[config.mk]
export PLATFORM = sky130hd
export DESIGN_NAME = csc_top
export DESIGN_NICKNAME = d
export VERILOG_FILES = /design/src/csc_pkg.sv /design/src/csc_top.sv
export VERILOG_INCLUDE_DIRS = /design/src
export SDC_FILE = /design/constraint.sdc
export NUM_CORES = 1
export LEC_CHECK = 0
export BUFFER_PORTS_ARGS = -buffer_cell sky130_fd_sc_hd__buf_2
export CORE_MARGIN = 3
export CORE_UTILIZATION = 45
export CTS_CLUSTER_DIAMETER = 30
export CTS_CLUSTER_SIZE = 25
export DETAILED_ROUTE_END_ITERATION = 12
export MAX_ROUTING_LAYER = met4
export SLEW_MARGIN = 20
export SYNTH_ARGS = -nofsm -noshare
export SYNTH_HDL_FRONTEND = slang
export SYNTH_SLANG_ARGS = --single-unit
[constraint.sdc]
create_clock -name pclk -period 7.32 [get_ports pclk]
set_input_delay 0.732 -clock pclk [delete_from_list [all_inputs] [get_ports pclk]]
set_output_delay 0.732 -clock pclk [all_outputs]
set_load 0.03 [all_outputs]
[src/csc_params.svh]
// Constants for the charger supervisor control block.
`ifndef CSC_PARAMS_SVH
`define CSC_PARAMS_SVH
`define CSC_AW          8
`define CSC_OFF_CTRL    8'h00
`define CSC_OFF_MON     8'h04
`define CSC_OFF_STAT    8'h08
`define CSC_OFF_FLAG    8'h0C
`define CSC_OFF_MASK    8'h10
`define CSC_OFF_RES0    8'h14
`define CSC_NCH         10
`define CSC_NEV         7
`define CSC_NSYNC       14
`define CSC_CH_NONE     4'hF
`define CSC_B_OTG       0
`define CSC_B_DIS       1
`define CSC_B_G1        2
`define CSC_B_G2        3
`define CSC_B_PD1       4
`define CSC_B_PD2       5
`define CSC_B_PDB       6
`define CSC_B_CHG       7
`define CSC_B_BYP       8
`define CSC_B_RUN       9
`define CSC_B_CEN       0
`define CSC_B_ONE       1
`define CSC_B_AVG       2
`define CSC_B_SEED      3
`define CSC_F_CHDIS     16
`define CSC_F_ROLE      8
`define CSC_F_ADDR      16
`define CSC_F_SYNCIN    24
`define CSC_E_DONE      6
`define CSC_CLK_NS      8
`define CSC_RETRY_MS    760
`define CSC_IN_DEG_NS   10000
`define CSC_INT_NS      1000
`define CSC_SYNC_HALF   8'h08
`define CSC_STRAP_WAIT  2'h3
`endif

[src/csc_pkg.sv]
// Types shared by the charger supervisor control block.
`include "csc_params.svh"
package csc_pkg;
  typedef enum logic [1:0] {CSC_STANDALONE, CSC_PRIMARY, CSC_SECONDARY} csc_role_t;
  typedef enum logic [1:0] {CSC_MON_IDLE, CSC_MON_REQ, CSC_MON_WAIT} csc_mon_t;
  typedef struct packed {
    logic [`CSC_NSYNC-1:0]        s1;
    logic [`CSC_NSYNC-1:0]        s2;
    logic [9:0]                   ctrl;
    logic [3:0]                   mon;
    logic [`CSC_NCH-1:0]          chdis;
    csc_mon_t                     mst;
    logic [3:0]                   ch;
    logic                         mstart;
    logic [`CSC_NCH-1:0]          seeded;
    logic [`CSC_NCH-1:0][15:0]    res;
    logic [`CSC_NEV-1:0]          flag;
    logic [`CSC_NEV-1:0]          mask;
    logic [`CSC_NEV-1:0]          prev;
    logic [15:0]                  int_cnt;
    logic [15:0]                  deg1;
    logic [15:0]                  deg2;
    logic [31:0]                  retry_cnt;
    logic                         retry;
    logic [1:0]                   strap_cnt;
    logic                         strap_done;
    csc_role_t                    role;
    logic [6:0]                   addr;
    logic [7:0]                   div;
    logic                         sync_clk;
    logic [31:0]                  prdata;
  } csc_state_t;
endpackage : csc_pkg

[src/csc_top.sv]
// Charger supervisor control: gate drives, monitor sequencing, strap, events, APB registers.
// Function
// - Over-voltage on an input or bus drops that gate drive, OTG bit kept.
// - Ten-channel 16-bit monitor runs only while its enable bit is one.
// - Rate select picks continuous or one-shot conversion.
// - Averaging enable, off at reset; seed select picks old value or new sample.
// - Protection faults never stop monitoring; only the host enable does.
// - Conversions wait until input, bus or output is present.
// - One-shot sets done flag and clears enable on the same edge; continuous keeps done zero.
// - At power-on the strap gives serial address and role, role readable.
// - Strap bands map to address 0x65/0x66/0x67 and roles as tabled.
// - Primary drives sync output; secondary takes sync input.
// - Primary and standalone drive the input gate outputs; the secondary never does.
// - Event pin pulls low for a fixed time on an event.
// - Event sets status and flag; read clears flag, status follows condition.
// - A persisting event after flag clear raises no new pulse.
// - Mask suppresses the pulse but the flag still updates.
// - Gate turns on after input deglitch with disable-all zero; off on over-voltage.
// - Bus below 3V while active stops charge and flags a short.
// - After a short, wait 760ms then re-enable and restart.
// - Bypass: bus outside window clears charge enable and blocking switch.
// - Divider: low clears, high waits; in range starts and disables checks.
//
// Added by the designer: the address map and register access over APB.
`timescale 1ns/1ps
`default_nettype none
`include "csc_params.svh"
module csc_top #(
  parameter int RETRY_CYCLES = (`CSC_RETRY_MS * 1000000) / `CSC_CLK_NS,
  parameter int DEG_CYCLES   = (`CSC_IN_DEG_NS + `CSC_CLK_NS - 1) / `CSC_CLK_NS,
  parameter int INT_CYCLES   = (`CSC_INT_NS + `CSC_CLK_NS - 1) / `CSC_CLK_NS
) (
  input  wire logic                pclk,
  input  wire logic                presetn,
  input  wire logic                psel,
  input  wire logic                penable,
  input  wire logic                pwrite,
  input  wire logic [`CSC_AW-1:0]  paddr,
  input  wire logic [31:0]         pwdata,
  output logic [31:0]              prdata,
  output logic                     pready,
  output logic                     pslverr,
  input  wire logic                input1_overvolt,
  input  wire logic                input2_overvolt,
  input  wire logic                bus_overvolt,
  input  wire logic                input1_present,
  input  wire logic                input2_present,
  input  wire logic                bus_present,
  input  wire logic                out_present,
  input  wire logic                bus_short_protect,
  input  wire logic                bus_range_low,
  input  wire logic                bus_range_high,
  input  wire logic [2:0]          strap_select_pin,
  input  wire logic                sync_in_pin,
  input  wire logic                monitor_sample_valid,
  input  wire logic [15:0]         monitor_sample,
  output logic                     monitor_power_on,
  output logic                     monitor_start,
  output logic [3:0]               monitor_channel,
  output logic                     input1_gate_drive,
  output logic                     input2_gate_drive,
  output logic                     input1_pulldown_enable,
  output logic                     input2_pulldown_enable,
  output logic                     bus_pulldown_enable,
  output logic                     blocking_switch,
  output logic                     charge_run,
  output logic [6:0]               serial_addr,
  output logic                     sync_out_pin_o,
  output logic                     sync_out_pin_oe,
  output logic                     event_pulse_n_o,
  output logic                     event_pulse_n_oe
);

  csc_pkg::csc_state_t r_ff;
  csc_pkg::csc_state_t nxt_r;

  // Next enabled channel at or after a start index, or none.
  function automatic logic [3:0] next_ch(input logic [`CSC_NCH-1:0] dis, input logic [4:0] from);
    logic [3:0] n;
    n = `CSC_CH_NONE;
    for (int i = `CSC_NCH - 1; i >= 0; i--) begin
      if (!dis[i] && (5'(i) >= from)) begin
        n = 4'(i);
      end
    end
    return n;
  endfunction : next_ch

  // Synchronised views; bit order follows the concatenation below.
  logic       in1_ovp, in2_ovp, bus_ovp, in1_pres, in2_pres, bus_pres, out_pres;
  logic       bus_low, rng_lo, rng_hi, sync_in;
  logic [2:0] strap;
  assign {strap, sync_in, rng_hi, rng_lo, bus_low, out_pres, bus_pres, in2_pres, in1_pres,
          bus_ovp, in2_ovp, in1_ovp} = r_ff.s2;

  logic                 setup, access, secondary, g1_drv, g2_drv, any_pres;
  logic [`CSC_NEV-1:0]  stat;
  logic [`CSC_AW-1:0]   ridx;
  logic                 res_hit;
  assign setup     = psel && !penable;
  assign access    = psel && penable;
  assign secondary = (r_ff.role == csc_pkg::CSC_SECONDARY);
  assign g1_drv    = r_ff.ctrl[`CSC_B_G1] && !r_ff.ctrl[`CSC_B_DIS] && !secondary;
  assign g2_drv    = r_ff.ctrl[`CSC_B_G2] && !r_ff.ctrl[`CSC_B_DIS] && !secondary;
  assign any_pres  = in1_pres || in2_pres || bus_pres || out_pres;
  assign ridx      = (paddr - `CSC_OFF_RES0) >> 2;
  assign res_hit   = (paddr >= `CSC_OFF_RES0) && (ridx < `CSC_AW'(`CSC_NCH))
                     && (paddr[1:0] == 2'h0);

  always_comb begin
    logic [3:0]  n;
    logic [16:0] sum;
    logic        done;
    logic        mapped;
    n      = `CSC_CH_NONE;
    sum    = 17'h00000;
    done   = 1'b0;
    mapped = 1'b0;
    nxt_r  = r_ff;
    nxt_r.s1 = {strap_select_pin, sync_in_pin, bus_range_high, bus_range_low,
                bus_short_protect, out_present, bus_present, input2_present,
                input1_present, bus_overvolt, input2_overvolt, input1_overvolt};
    nxt_r.s2 = r_ff.s1;
    nxt_r.mstart = 1'b0;

    // Strap is caught once the synchroniser has settled after reset.
    if (!r_ff.strap_done) begin
      nxt_r.strap_cnt = r_ff.strap_cnt + 2'h1;
      if (r_ff.strap_cnt == `CSC_STRAP_WAIT) begin
        nxt_r.strap_done = 1'b1;
        unique case (strap)
          3'h1:    begin nxt_r.addr = 7'h67; nxt_r.role = csc_pkg::CSC_STANDALONE; end
          3'h2:    begin nxt_r.addr = 7'h66; nxt_r.role = csc_pkg::CSC_SECONDARY;  end
          3'h3:    begin nxt_r.addr = 7'h66; nxt_r.role = csc_pkg::CSC_PRIMARY;    end
          3'h4:    begin nxt_r.addr = 7'h66; nxt_r.role = csc_pkg::CSC_STANDALONE; end
          3'h5:    begin nxt_r.addr = 7'h67; nxt_r.role = csc_pkg::CSC_SECONDARY;  end
          3'h6:    begin nxt_r.addr = 7'h65; nxt_r.role = csc_pkg::CSC_PRIMARY;    end
          default: begin nxt_r.addr = 7'h65; nxt_r.role = csc_pkg::CSC_STANDALONE; end
        endcase
      end
    end

    // Register writes take effect at the access edge; hardware updates below win.
    if (access && pwrite) begin
      unique case (paddr)
        `CSC_OFF_CTRL: begin
          nxt_r.ctrl[8:0] = pwdata[8:0];
          if (pwdata[`CSC_B_OTG] && !r_ff.ctrl[`CSC_B_OTG]) begin
            nxt_r.ctrl[`CSC_B_DIS] = 1'b1;
          end
        end
        `CSC_OFF_MON: begin
          nxt_r.mon   = pwdata[3:0];
          nxt_r.chdis = pwdata[`CSC_F_CHDIS +: `CSC_NCH];
        end
        `CSC_OFF_MASK: nxt_r.mask = pwdata[`CSC_NEV-1:0];
        default: ;
      endcase
    end

    // Disable-all forces both gate-on bits low; once it clears, the deglitch turn-on below can set one again.
    if (nxt_r.ctrl[`CSC_B_DIS]) begin
      nxt_r.ctrl[`CSC_B_G1] = 1'b0;
      nxt_r.ctrl[`CSC_B_G2] = 1'b0;
    end

    // Input deglitch counters run while the input is present and not over-voltage.
    nxt_r.deg1 = (in1_pres && !in1_ovp) ?
                 ((r_ff.deg1 == 16'(DEG_CYCLES)) ? r_ff.deg1 : r_ff.deg1 + 16'h0001) : 16'h0000;
    nxt_r.deg2 = (in2_pres && !in2_ovp) ?
                 ((r_ff.deg2 == 16'(DEG_CYCLES)) ? r_ff.deg2 : r_ff.deg2 + 16'h0001) : 16'h0000;
    if (!r_ff.ctrl[`CSC_B_OTG] && !nxt_r.ctrl[`CSC_B_DIS] && !nxt_r.ctrl[`CSC_B_G1]
        && !nxt_r.ctrl[`CSC_B_G2]) begin
      if (r_ff.deg1 == 16'(DEG_CYCLES)) begin
        nxt_r.ctrl[`CSC_B_G1] = 1'b1;
      end else if (r_ff.deg2 == 16'(DEG_CYCLES)) begin
        nxt_r.ctrl[`CSC_B_G2] = 1'b1;
      end
    end
    // Over-voltage drops the gate but leaves the OTG bit alone.
    if (in1_ovp || bus_ovp) begin
      nxt_r.ctrl[`CSC_B_G1] = 1'b0;
    end
    if (in2_ovp || bus_ovp) begin
      nxt_r.ctrl[`CSC_B_G2] = 1'b0;
    end

    // Bus short shutdown and timed automatic retry.
    if (r_ff.retry) begin
      nxt_r.retry_cnt = r_ff.retry_cnt + 32'h00000001;
      nxt_r.ctrl[`CSC_B_CHG] = 1'b0;
      if (r_ff.retry_cnt == 32'(RETRY_CYCLES - 1)) begin
        nxt_r.retry = 1'b0;
        nxt_r.ctrl[`CSC_B_CHG] = 1'b1;
      end
    end else if ((g1_drv || g2_drv || bus_pres) && bus_low) begin
      nxt_r.retry = 1'b1;
      nxt_r.retry_cnt = 32'h00000000;
      nxt_r.ctrl[`CSC_B_CHG] = 1'b0;
    end

    // Bus charge-window checks during charge initiation only.
    if (!nxt_r.ctrl[`CSC_B_CHG]) begin
      nxt_r.ctrl[`CSC_B_RUN] = 1'b0;
    end else if (!r_ff.ctrl[`CSC_B_RUN] && r_ff.ctrl[`CSC_B_CHG]) begin
      if (rng_lo || (rng_hi && r_ff.ctrl[`CSC_B_BYP])) begin
        nxt_r.ctrl[`CSC_B_CHG] = 1'b0;
      end else if (!rng_hi) begin
        nxt_r.ctrl[`CSC_B_RUN] = 1'b1;
      end
    end

    // Monitor sequencer; faults never touch it, only the enable bit does.
    unique case (r_ff.mst)
      csc_pkg::CSC_MON_IDLE: begin
        if (r_ff.mon[`CSC_B_CEN] && any_pres) begin
          n = next_ch(r_ff.chdis, 5'h00);
          if (n == `CSC_CH_NONE) begin
            done = r_ff.mon[`CSC_B_ONE];
          end else begin
            nxt_r.ch  = n;
            nxt_r.mst = csc_pkg::CSC_MON_REQ;
          end
        end
      end
      csc_pkg::CSC_MON_REQ: begin
        if (any_pres) begin
          nxt_r.mstart = 1'b1;
          nxt_r.mst = csc_pkg::CSC_MON_WAIT;
        end
      end
      csc_pkg::CSC_MON_WAIT: begin
        if (monitor_sample_valid) begin
          sum = {1'b0, r_ff.res[r_ff.ch]} + {1'b0, monitor_sample};
          if (r_ff.mon[`CSC_B_AVG] && (r_ff.seeded[r_ff.ch] || !r_ff.mon[`CSC_B_SEED])) begin
            nxt_r.res[r_ff.ch] = sum[16:1];
          end else begin
            nxt_r.res[r_ff.ch] = monitor_sample;
          end
          nxt_r.seeded[r_ff.ch] = r_ff.mon[`CSC_B_AVG];
          n = next_ch(r_ff.chdis, {1'b0, r_ff.ch} + 5'h01);
          if (n == `CSC_CH_NONE) begin
            done = r_ff.mon[`CSC_B_ONE];
            nxt_r.mst = csc_pkg::CSC_MON_IDLE;
          end else begin
            nxt_r.ch  = n;
            nxt_r.mst = csc_pkg::CSC_MON_REQ;
          end
        end
      end
    endcase
    if (done) begin
      nxt_r.mon[`CSC_B_CEN] = 1'b0;
    end
    // A start must never reach a converter that is being powered down in the same cycle.
    if (!nxt_r.mon[`CSC_B_CEN]) begin
      nxt_r.mst    = csc_pkg::CSC_MON_IDLE;
      nxt_r.mstart = 1'b0;
    end
    if (!nxt_r.mon[`CSC_B_AVG]) begin
      nxt_r.seeded = '0;
    end

    // Events: flag set on each new event, cleared by reading; set wins.
    stat = {done, rng_hi && !r_ff.ctrl[`CSC_B_RUN], rng_lo && !r_ff.ctrl[`CSC_B_RUN],
            r_ff.retry, bus_ovp, in2_ovp, in1_ovp};
    nxt_r.prev = stat;
    if (access && !pwrite && (paddr == `CSC_OFF_FLAG)) begin
      nxt_r.flag = '0;
    end
    nxt_r.flag = nxt_r.flag | (stat & ~r_ff.prev);
    if (r_ff.int_cnt != 16'h0000) begin
      nxt_r.int_cnt = r_ff.int_cnt - 16'h0001;
    end
    // Only a fresh unmasked event starts a pulse; a held one does not.
    // An event that arrives while the pin is already low joins that pulse, so the
    // width stays fixed and the host still finds its flag when it services the pulse.
    if (((stat & ~r_ff.prev & ~r_ff.mask) != '0)
        && (r_ff.int_cnt == 16'h0000)) begin
      nxt_r.int_cnt = 16'(INT_CYCLES);
    end

    // Sync output divider for the primary role.
    nxt_r.div = r_ff.div + 8'h01;
    if (r_ff.div == `CSC_SYNC_HALF - 8'h01) begin
      nxt_r.div = 8'h00;
      nxt_r.sync_clk = !r_ff.sync_clk;
    end

    // Read data is prepared in the setup cycle and stands during access.
    if (setup) begin
      nxt_r.prdata = 32'h00000000;
      unique case (paddr)
        `CSC_OFF_CTRL: nxt_r.prdata[9:0] = r_ff.ctrl;
        `CSC_OFF_MON: begin
          nxt_r.prdata[3:0] = r_ff.mon;
          nxt_r.prdata[`CSC_F_CHDIS +: `CSC_NCH] = r_ff.chdis;
        end
        `CSC_OFF_STAT: begin
          nxt_r.prdata[`CSC_NEV-2:0] = stat[`CSC_NEV-2:0];
          nxt_r.prdata[`CSC_F_ROLE +: 2] = r_ff.role;
          nxt_r.prdata[`CSC_F_ADDR +: 7] = r_ff.addr;
          nxt_r.prdata[`CSC_F_SYNCIN] = sync_in && secondary;
        end
        `CSC_OFF_FLAG: nxt_r.prdata[`CSC_NEV-1:0] = r_ff.flag;
        `CSC_OFF_MASK: nxt_r.prdata[`CSC_NEV-1:0] = r_ff.mask;
        default: begin
          if (res_hit) begin
            nxt_r.prdata[15:0] = r_ff.res[ridx[3:0]];
          end
        end
      endcase
    end
    mapped = res_hit || (paddr == `CSC_OFF_CTRL) || (paddr == `CSC_OFF_MON)
             || (paddr == `CSC_OFF_STAT) || (paddr == `CSC_OFF_FLAG)
             || (paddr == `CSC_OFF_MASK);
    pslverr = access && !mapped;
  end

  always_ff @(posedge pclk or negedge presetn) begin
    if (!presetn) begin
      r_ff <= '0;
    end else begin
      r_ff <= nxt_r;
    end
  end

  assign prdata                 = r_ff.prdata;
  assign pready                 = 1'b1;
  assign monitor_power_on       = r_ff.mon[`CSC_B_CEN];
  assign monitor_start          = r_ff.mstart;
  assign monitor_channel        = r_ff.ch;
  assign input1_gate_drive      = g1_drv;
  assign input2_gate_drive      = g2_drv;
  assign input1_pulldown_enable = r_ff.ctrl[`CSC_B_PD1];
  assign input2_pulldown_enable = r_ff.ctrl[`CSC_B_PD2];
  assign bus_pulldown_enable    = r_ff.ctrl[`CSC_B_PDB];
  assign blocking_switch        = r_ff.ctrl[`CSC_B_CHG];
  assign charge_run             = r_ff.ctrl[`CSC_B_RUN];
  assign serial_addr            = r_ff.addr;
  assign sync_out_pin_o         = r_ff.sync_clk;
  assign sync_out_pin_oe        = (r_ff.role == csc_pkg::CSC_PRIMARY);
  assign event_pulse_n_o        = 1'b0;
  assign event_pulse_n_oe       = (r_ff.int_cnt != 16'h0000);

endmodule : csc_top
`default_nettype wire

# Word level (Yosys, flattened, before mapping)

Cells that the tools add are included.

Register bits after elaboration: 378
Bits of input ports: 76
Output and inout bits: 58
Logic and storage cells: 306

$add $sub $neg: 9
$lt $le $gt $ge: 15
Equality and inequality tests: 36
Multiplexer cells: 105
Bitwise logic cells: 6
Reductions and logical operators: 98

Operators with widths:

| cell                                                             | count |
|---|---|
| 2-to-1 mux 170 bit                                               | 2 |
| bitwise mux 160 bit                                              | 2 |
| 2-to-1 mux 16 bit                                                | 10 |
| 2-to-1 mux 160 bit                                               | 1 |
| binary-select mux 16 bit (select 4 bit)                          | 2 |
| 2-to-1 mux 4 bit                                                 | 23 |
| 2-to-1 mux 33 bit                                                | 2 |
| demux 16 bit (select 4 bit)                                      | 1 |
| one-hot mux 9 bit (6 select lines)                               | 1 |
| logical AND 1 bit                                                | 38 |
| adder 16 x 1 -> 16 bit, second input constant                    | 2 |
| adder 32 x 1 -> 32 bit, second input constant                    | 1 |
| == test 16 x 11 -> 1 bit, second input constant                  | 2 |
| == test 32 x 27 -> 1 bit, second input constant                  | 1 |
| 2-to-1 mux 1 bit                                                 | 30 |
| 2-to-1 mux 10 bit                                                | 3 |
| zero test 1 bit                                                  | 24 |
| 2-to-1 mux 6 bit                                                 | 4 |
| 2-to-1 mux 22 bit                                                | 1 |
| greater-or-equal comparator 3 x 5 -> 1 bit, first input constant | 4 |
| one-hot mux 4 bit (5 select lines)                               | 1 |
| != test 2 bit, second input constant                             | 9 |
| adder 16 x 16 -> 17 bit                                          | 1 |
| == test 8 x 3 -> 1 bit, second input constant                    | 2 |
| 56 further kinds                                                 | 102 |

# Logic depth before layout (Yosys ltp)

Gate-level depths: netlist (run 1).

Depth in word-level cells: 24
Depth in mapped cells: 17
Gate-level depth less buffers: 14

# Worst setup path before layout (run 1)

OpenSTA, ideal clock, no wires.

Path type: register to register
Start: register r_ff, in the netlist monitor_channel[0]
End: register r_ff[168] (netlist bit)
Library setup time: 67 ps
Arrival time: 4483 ps
Data required time: 7253 ps
Slack: 2770 ps
Cell stages (with the launch flop): 18
Path through: dfrtp_1 buf_6 buf_2 buf_2 buf_2 mux4_2 mux2i_1 o22ai_1 fa_1 a21oi_1 o21bai_1 a2111oi_0 or3_1 a21boi_0 o21a_1 o21a_1 o31ai_2 mux2_2

Word-level cells in the longest chain between the ends: 6
Elaborated cells between the ends (all ways): 15
Classes of those cells: add/sub (1); order compare (2); mux (9); reduce/logical (3)

RTL lines:

| what                                                                            | line           | RTL |
|---|---|---|
| start, declared                                                                 | csc_top.sv:74  | `csc_pkg::csc_state_t r_ff;` |
| start signal, assigned                                                          | csc_top.sv:324 | `r_ff <= nxt_r;` |
| parallel branches: the longest is 5 deep, another holds adder 16 x 16 -> 17 bit | -              |  |
| 2-to-1 mux 160 bit (*)                                                          | csc_top.sv:235 | `` if (r_ff.mon[`CSC_B_AVG] && (r_ff.seeded[r_ff.ch] \|\| !r_ff.mon[`CSC_B_SEED])) begin `` |

Mark *: on every way between the ends. The select of a mux whose other input is x is not followed.
A chain may end at the register's enable or synchronous reset.

# Worst setup path after layout (run 1)

Same ends and word-level chain as after synthesis.

==> results.sh, run 1 <==
export IMPL_outcome="completed"
export IMPL_cp_data_required_time_ps=7870
export IMPL_core_mm2=0.0421
export IMPL_synth_top_cell_area_share_pct=48.4
export IMPL_cts_setup_buffers=0
export IMPL_synth_area_leader_cell="dfrtp_1"
export IMPL_cts_resized=0
export IMPL_synth_warnings=0
export IMPL_die_w_um=213
export IMPL_start_kind="flop"
export IMPL_fin_skew_ps=24.0
export IMPL_ys_seq_area_share_pct=48.4
export IMPL_numCtsBuffers=88
export IMPL_ios=134
export IMPL_finalWorstSetupSlack_ps=2270
export IMPL_combinationalPowerShare_pct=4.9
export IMPL_endpoint_kind="flop"
export IMPL_synthTopCellsByCount="dfrtp_1 (374), nand2_1 (279), o21ai_0 (208)"
export IMPL_fin_setup_tns_ps=0
export IMPL_hold_viol_final=0
export IMPL_nets=2057
export IMPL_die_area_mm2=0.0455
export IMPL_setup_viol=0
export IMPL_first_iter_violations=977
export IMPL_clk_pin_slew_worst_paths_ps=50
export IMPL_overflow=0
export IMPL_gp_congestion=0.886
export IMPL_start_util_pct=45.9
export IMPL_wl_per_cell_um=20.1
export IMPL_via_count=14700
export IMPL_dp_cells=2395
export IMPL_synth_cells=1863
export IMPL_avgSynthCellArea_um2=10.4
export IMPL_hold_buffers=0
export IMPL_rows=75
export IMPL_p_clk_share_pct=62.0
export IMPL_clock_root_buffer="clkbuf_16"
export IMPL_route_detailed_drc=0
export IMPL_worstPathArrival_ps=5600
export IMPL_synthTopCellsByArea="dfrtp_1 (48%), mux4_2 (7.6%), nand2_1 (5.4%)"
export IMPL_gr_usage_met2_pct=35.3
export IMPL_grt_start_max_net_pins=165
export IMPL_tightestPinTransition_ps=972
export IMPL_grt_use_met3_pct=5.41
export IMPL_async_flop_share_pct=100
export IMPL_viasPerCell=5.75
export IMPL_met1_usage_pct=31.6
export IMPL_max_slew_margin_pct=33.4
export IMPL_drive_gt1_share_pct=21.1
export IMPL_finalPower_mw=6.54
export IMPL_fin_cells=2554
export IMPL_power_density_mw_per_mm2=282
export IMPL_rsz0062_at_grt="false"
export IMPL_sw_frac_of_total_pct=23.2
export IMPL_wirelength_um=51300
export IMPL_synthMostInstantiatedCell="dfrtp_1"
export IMPL_grt_usage_pct=23.5
export IMPL_seqPwrFrac_pct=33.1
export IMPL_worstSetupPathType="flop to flop"
export IMPL_antenna_found_initial=1
export IMPL_clkSinkCount=374
export IMPL_synth_seq_cells=374
export IMPL_grt_busiest_layer="met2"
export IMPL_syn2layout_area_growth_pct=20.1
export IMPL_p_leak_nw=10.3
export IMPL_place_ws_ps=2240
export IMPL_switchingPower_mw=1.52
export IMPL_max_cap_violations=0
export IMPL_grt_first_pass_wirelength_um=80500
export IMPL_drv_slew=0
export IMPL_ctsHtreeMaxLevel=3
export IMPL_p_int_mw=5.02
export IMPL_min_period_ps=5050
export IMPL_post_route_period_util_pct=69.0
export IMPL_clock_fmax_ghz=0.198
export IMPL_synth_flop_cell="dfrtp_1"
export IMPL_drtAntennaViolNets=0
export IMPL_ir_drop_v=0.000243
export IMPL_ys_types=77
export IMPL_clockBufferDepth=3
export IMPL_hpwl_um=33300
export IMPL_synth_edf_count=0
export IMPL_nFillCells=3616
export IMPL_fp_dieH_um=213
export IMPL_cts_tree="yes"
export IMPL_critPathMaxFanout=22
export IMPL_firstDrtPassIters=5
export IMPL_clk_latency_ps=620
export IMPL_syn_cell_area_mm2=0.0193
export IMPL_hp_class="input pin to async pin"
export IMPL_grt_pass1_vias=14400
export IMPL_io_buffer_count=110
-- power by group through the flow --
stage	Sequential [mW]	Clock, mW	Combinational, mW
floorplan	2.17	0	0.205
global placement	2.19	0	0.320
detailed placement	2.19	0	0.325
CTS	2.16	4.13	0.326
global route	2.17	4.25	0.356
finish	2.16	4.06	0.322
-- worst paths after layout --
kind                                      from    endpoint  slack (ps)  cells after the start
min in group pclk          strap_select_pin[2]  nxt_r[369]         220                      1
min reg2reg                         nxt_r[366]   r_ff[366]         340                      0
max reg2reg                 monitor_channel[0]   r_ff[168]        2270                     14
max                         monitor_channel[0]   r_ff[168]        2270                     14
max in group asynchronous              presetn   r_ff[126]        5780                      2
min                                    presetn   r_ff[113]         100                      1
-- routing by layer --
| metal | wire length (µm) | share of wire [%] |
|---|---|---|
| met1 | 23200 | 45 |
| met4 | 1300 | 2.5 |
| met3 | 3180 | 6.2 |
| met2 | 23600 | 46 |
| met5 | 0 | 0 |
-- final cells by class --
class | count | area [µm²] | share of cell area (%)
Clock inverter | 48 | 716 | 3.08
Antenna cell | 1 | 2.50 | 0.0108
Inverter | 31 | 116 | 0.501
Multi-Input combinational cell | 1315 | 9130 | 39.4
Timing Repair Buffer | 136 | 771 | 3.32
Sequential cell | 374 | 9360 | 40.4
Tap cell | 539 | 674 | 2.91
Clock buffer | 110 | 2430 | 10.5
-- metrics by stage --
step	instance area, µm²	hold slack [ps]	util (%)
2_1_floorplan	19300	331	-
6_report	23200	98.2	55.1
3_3_place_gp	20100	335	47.6
4_1_cts	23200	106	55.1
3_5_place_dp	20100	335	47.6
5_1_grt	23200	120	55.1
-- cell usage in the layout, fill, tap and decap left out, drive strengths merged, types with 7 or more instances in the layout --
cell type / instances
mux2: 50
dfrtp: 374
nand4: 19
nor2b: 17
xnor2: 19
a31oi: 9
nand2b: 20
nand3: 68
or3: 16
bufinv: 13
mux2i: 74
nor3: 27
and2: 13
conb: 10
ha: 34
nor2: 68
o22ai: 26
clkinv: 25
o21ai: 229
buf: 136
o21a: 8
a22oi: 13
xor2: 32
o31ai: 12
inv: 32
nand2: 279
a211oi: 13
a21oi: 73
and3: 11
mux4: 65
or2: 8
nor4: 9
a21o: 11
nor3b: 7
clkinvlp: 9
clkbuf: 110
-- cell families after synthesis --
logic type                 synth area share (%)
AOI/OAI and AO/OA                          13.8
muxes                                      14.4
DFF                                        48.4
and+or+nand+nor                            14.2
buffers and inverters                      4.53
adders and majority gates                  2.31
xor gates and xnor gates                   2.31
other                                    0.0389
-- critical path, cell delays in order, from the launching register on --
cell and delay (ps):
dfrtp_4 620, buf_4 480, mux4_2 550, mux2i_1 170
o22ai_1 120, ha_1 390, a21oi_1 180, o21bai_1 120
a2111oi_0 650, or3_1 230, a21boi_0 180, o21a_1 240
o21a_1 180, o31ai_2 550, mux2_2 280
-- flip-flops by register name, indices dropped and copies added, names as in the netlist --
name and cells:
charge_run 1, monitor_channel 4, monitor_start 1, blocking_switch 1
bus_pulldown_enable 1, sync_out_pin_o 1, serial_addr 3, input1_pulldown_enable 1
in1_pres 1, in2_pres 1, bus_low 1, input2_pulldown_enable 1
prdata 26, bus_ovp 1, r_ff 310, nxt_r 15
out_pres 1, bus_pres 1, in1_ovp 1, monitor_power_on 1
in2_ovp 1
Note: power is estimated with default switching activity, not from simulation.
==> run 2: changes to the inputs <==
- clock period: 7.32 -> 5.2 ns (I/O delays scaled with it)
==> results.sh, run 2 (same netlist as run 1, synthesis figures left out) <==
export IMPL_gp_congestion=0.862
export IMPL_drive_gt1_share_pct=21.6
export IMPL_grt_pass1_vias=14600
export IMPL_drtAntennaViolNets=0
export IMPL_cts_resized=0
export IMPL_setup_viol=0
export IMPL_start_util_pct=45.9
export IMPL_final_common_cell="dfrtp_1"
export IMPL_ir_drop_v=0.000266
export IMPL_hold_buffers=0
export IMPL_grt_usage_pct=23.6
export IMPL_route_detailed_drc=0
export IMPL_fin_setup_tns_ps=0
export IMPL_start_kind="flop"
export IMPL_rows=75
export IMPL_post_route_period_util_pct=85.7
export IMPL_power_density_mw_per_mm2=389
export IMPL_firstDrtPassIters=7
export IMPL_seqPwrFrac_pct=33.8
export IMPL_p_clk_share_pct=61.1
export IMPL_fp_dieH_um=213
export IMPL_clk_pin_slew_worst_paths_ps=50
export IMPL_first_iter_violations=1383
export IMPL_largest_reg_flops=310
export IMPL_clock_fmax_ghz=0.224
export IMPL_antenna_found_initial=1
export IMPL_cts_setup_buffers=0
export IMPL_max_cap_violations=0
export IMPL_min_period_ps=4460
export IMPL_drv_slew=0
export IMPL_violations="negative hold slack"
export IMPL_grt_first_pass_wirelength_um=81200
export IMPL_clkSinkCount=374
export IMPL_rsz0062_at_grt="false"
export IMPL_ios=134
export IMPL_overflow=0
export IMPL_hpwl_um=33500
export IMPL_die_area_mm2=0.0455
export IMPL_clock_root_buffer="clkbuf_16"
export IMPL_die_w_um=213
export IMPL_layout_common_cells="dfrtp_1 (372), nand2_1 (279), o21ai_0 (207)"
export IMPL_viasPerCell=5.76
export IMPL_cts_tree="yes"
export IMPL_endpoint_kind="flop"
export IMPL_tightestPinTransition_ps=963
export IMPL_final_util_pct=55.0
export IMPL_wl_per_cell_um=20.0
export IMPL_core_mm2=0.0421
export IMPL_combinationalPowerShare_pct=5.2
export IMPL_hold_viol_final=20
export IMPL_ctsHtreeMaxLevel=3
export IMPL_timing_hold_ws_ps=-19.4
export IMPL_cp_data_required_time_ps=5640
export IMPL_max_slew_margin_pct=33.9
export IMPL_outcome="complete, but fails checks"
export IMPL_p_leak_nw=10.3
export IMPL_worstSetupPathType="flop to flop"
export IMPL_switchingPower_mw=2.10
export IMPL_syn2layout_area_growth_pct=20.0
export IMPL_clk_latency_ps=590
export IMPL_wirelength_um=51500
export IMPL_worstPathArrival_ps=4890
export IMPL_io_buffer_count=110
export IMPL_hp_class="input pin to async pin"
export IMPL_nets=2068
export IMPL_clockBufferDepth=3
export IMPL_largest_register="r_ff"
export IMPL_p_int_mw=6.92
export IMPL_fin_skew_ps=29.1
export IMPL_via_count=14800
export IMPL_critPathMaxFanout=13
export IMPL_sw_frac_of_total_pct=23.3
export IMPL_grt_start_max_net_pins=124
export IMPL_numCtsBuffers=90
==> run 2: worst paths after layout <==
path,cells past startpoint,start,endpoint,slack [ps]
setup reg to reg,15,monitor_channel[0],r_ff[242],740
hold / removal,1,presetn,nxt_r[361],-20
max in group asynchronous,2,presetn,monitor_channel[1],3870
hold reg to reg,0,nxt_r[361],bus_pres,350
setup / recovery,15,monitor_channel[0],r_ff[242],740
min in group pclk,1,bus_present,nxt_r[361],40
==> run 2: worst max-delay path, stage by stage, from the launching register on <==
cell and delay (ps):
dfrtp_4 600, mux4_2 530, or2_0 200, a31o_2 240, and2_1 170, fa_1 410, a21oi_1 150, o21bai_1 120
a2111oi_0 440, buf_4 190, or2_2 110, inv_1 40, a21oi_1 200, xnor2_1 90, mux2i_1 580, o21ai_0 200
==> run 2: power by group through the flow <==
stage / Sequential, mW / Combinational, mW / Clock [mW]
final: 3.04 / 0.466 / 5.51
after global routing: 3.05 / 0.513 / 5.77
after CTS: 3.04 / 0.470 / 5.59
after detailed placement: 3.09 / 0.466 / 0
after global placement: 3.08 / 0.455 / 0
after floorplan: 3.05 / 0.288 / 0
==> run 2: per-stage QoR <==
step | cells | total power, mW | instance area (µm²) | hold WS (ps) | setup WS, ps
6_report | 2569 | 9.02 | 23200 | -19.4 | 745
5_1_grt | 2569 | 9.33 | 23200 | 16.3 | 455
4_1_cts | 2568 | 9.10 | 23200 | 1.78 | 781
3_5_place_dp | 2404 | 3.55 | 20200 | 336 | 806
3_3_place_gp | 2404 | 3.54 | 20200 | 334 | 869
2_1_floorplan | 1871 | 3.34 | 19300 | 224 | 650
==> run 2: area by class of cell <==
class	instances	area (µm²)
Multi-Input combinational cell	1315	9130
Fill cell	3581	19000
Timing Repair Buffer	145	863
Sequential cell	374	9360
Clock inverter	47	499
Antenna cell	1	2.50
Inverter	31	116
Clock buffer	117	2520
Tap cell	539	674
==> run 2: layer usage <==
| layer | track usage [%] | wire (µm) |
|---|---|---|
| met5 | - | 0 |
| met4 | 7.70 | 1250 |
| met3 | 5.08 | 3670 |
| met2 | 35.1 | 23100 |
| met1 | 32.5 | 23400 |
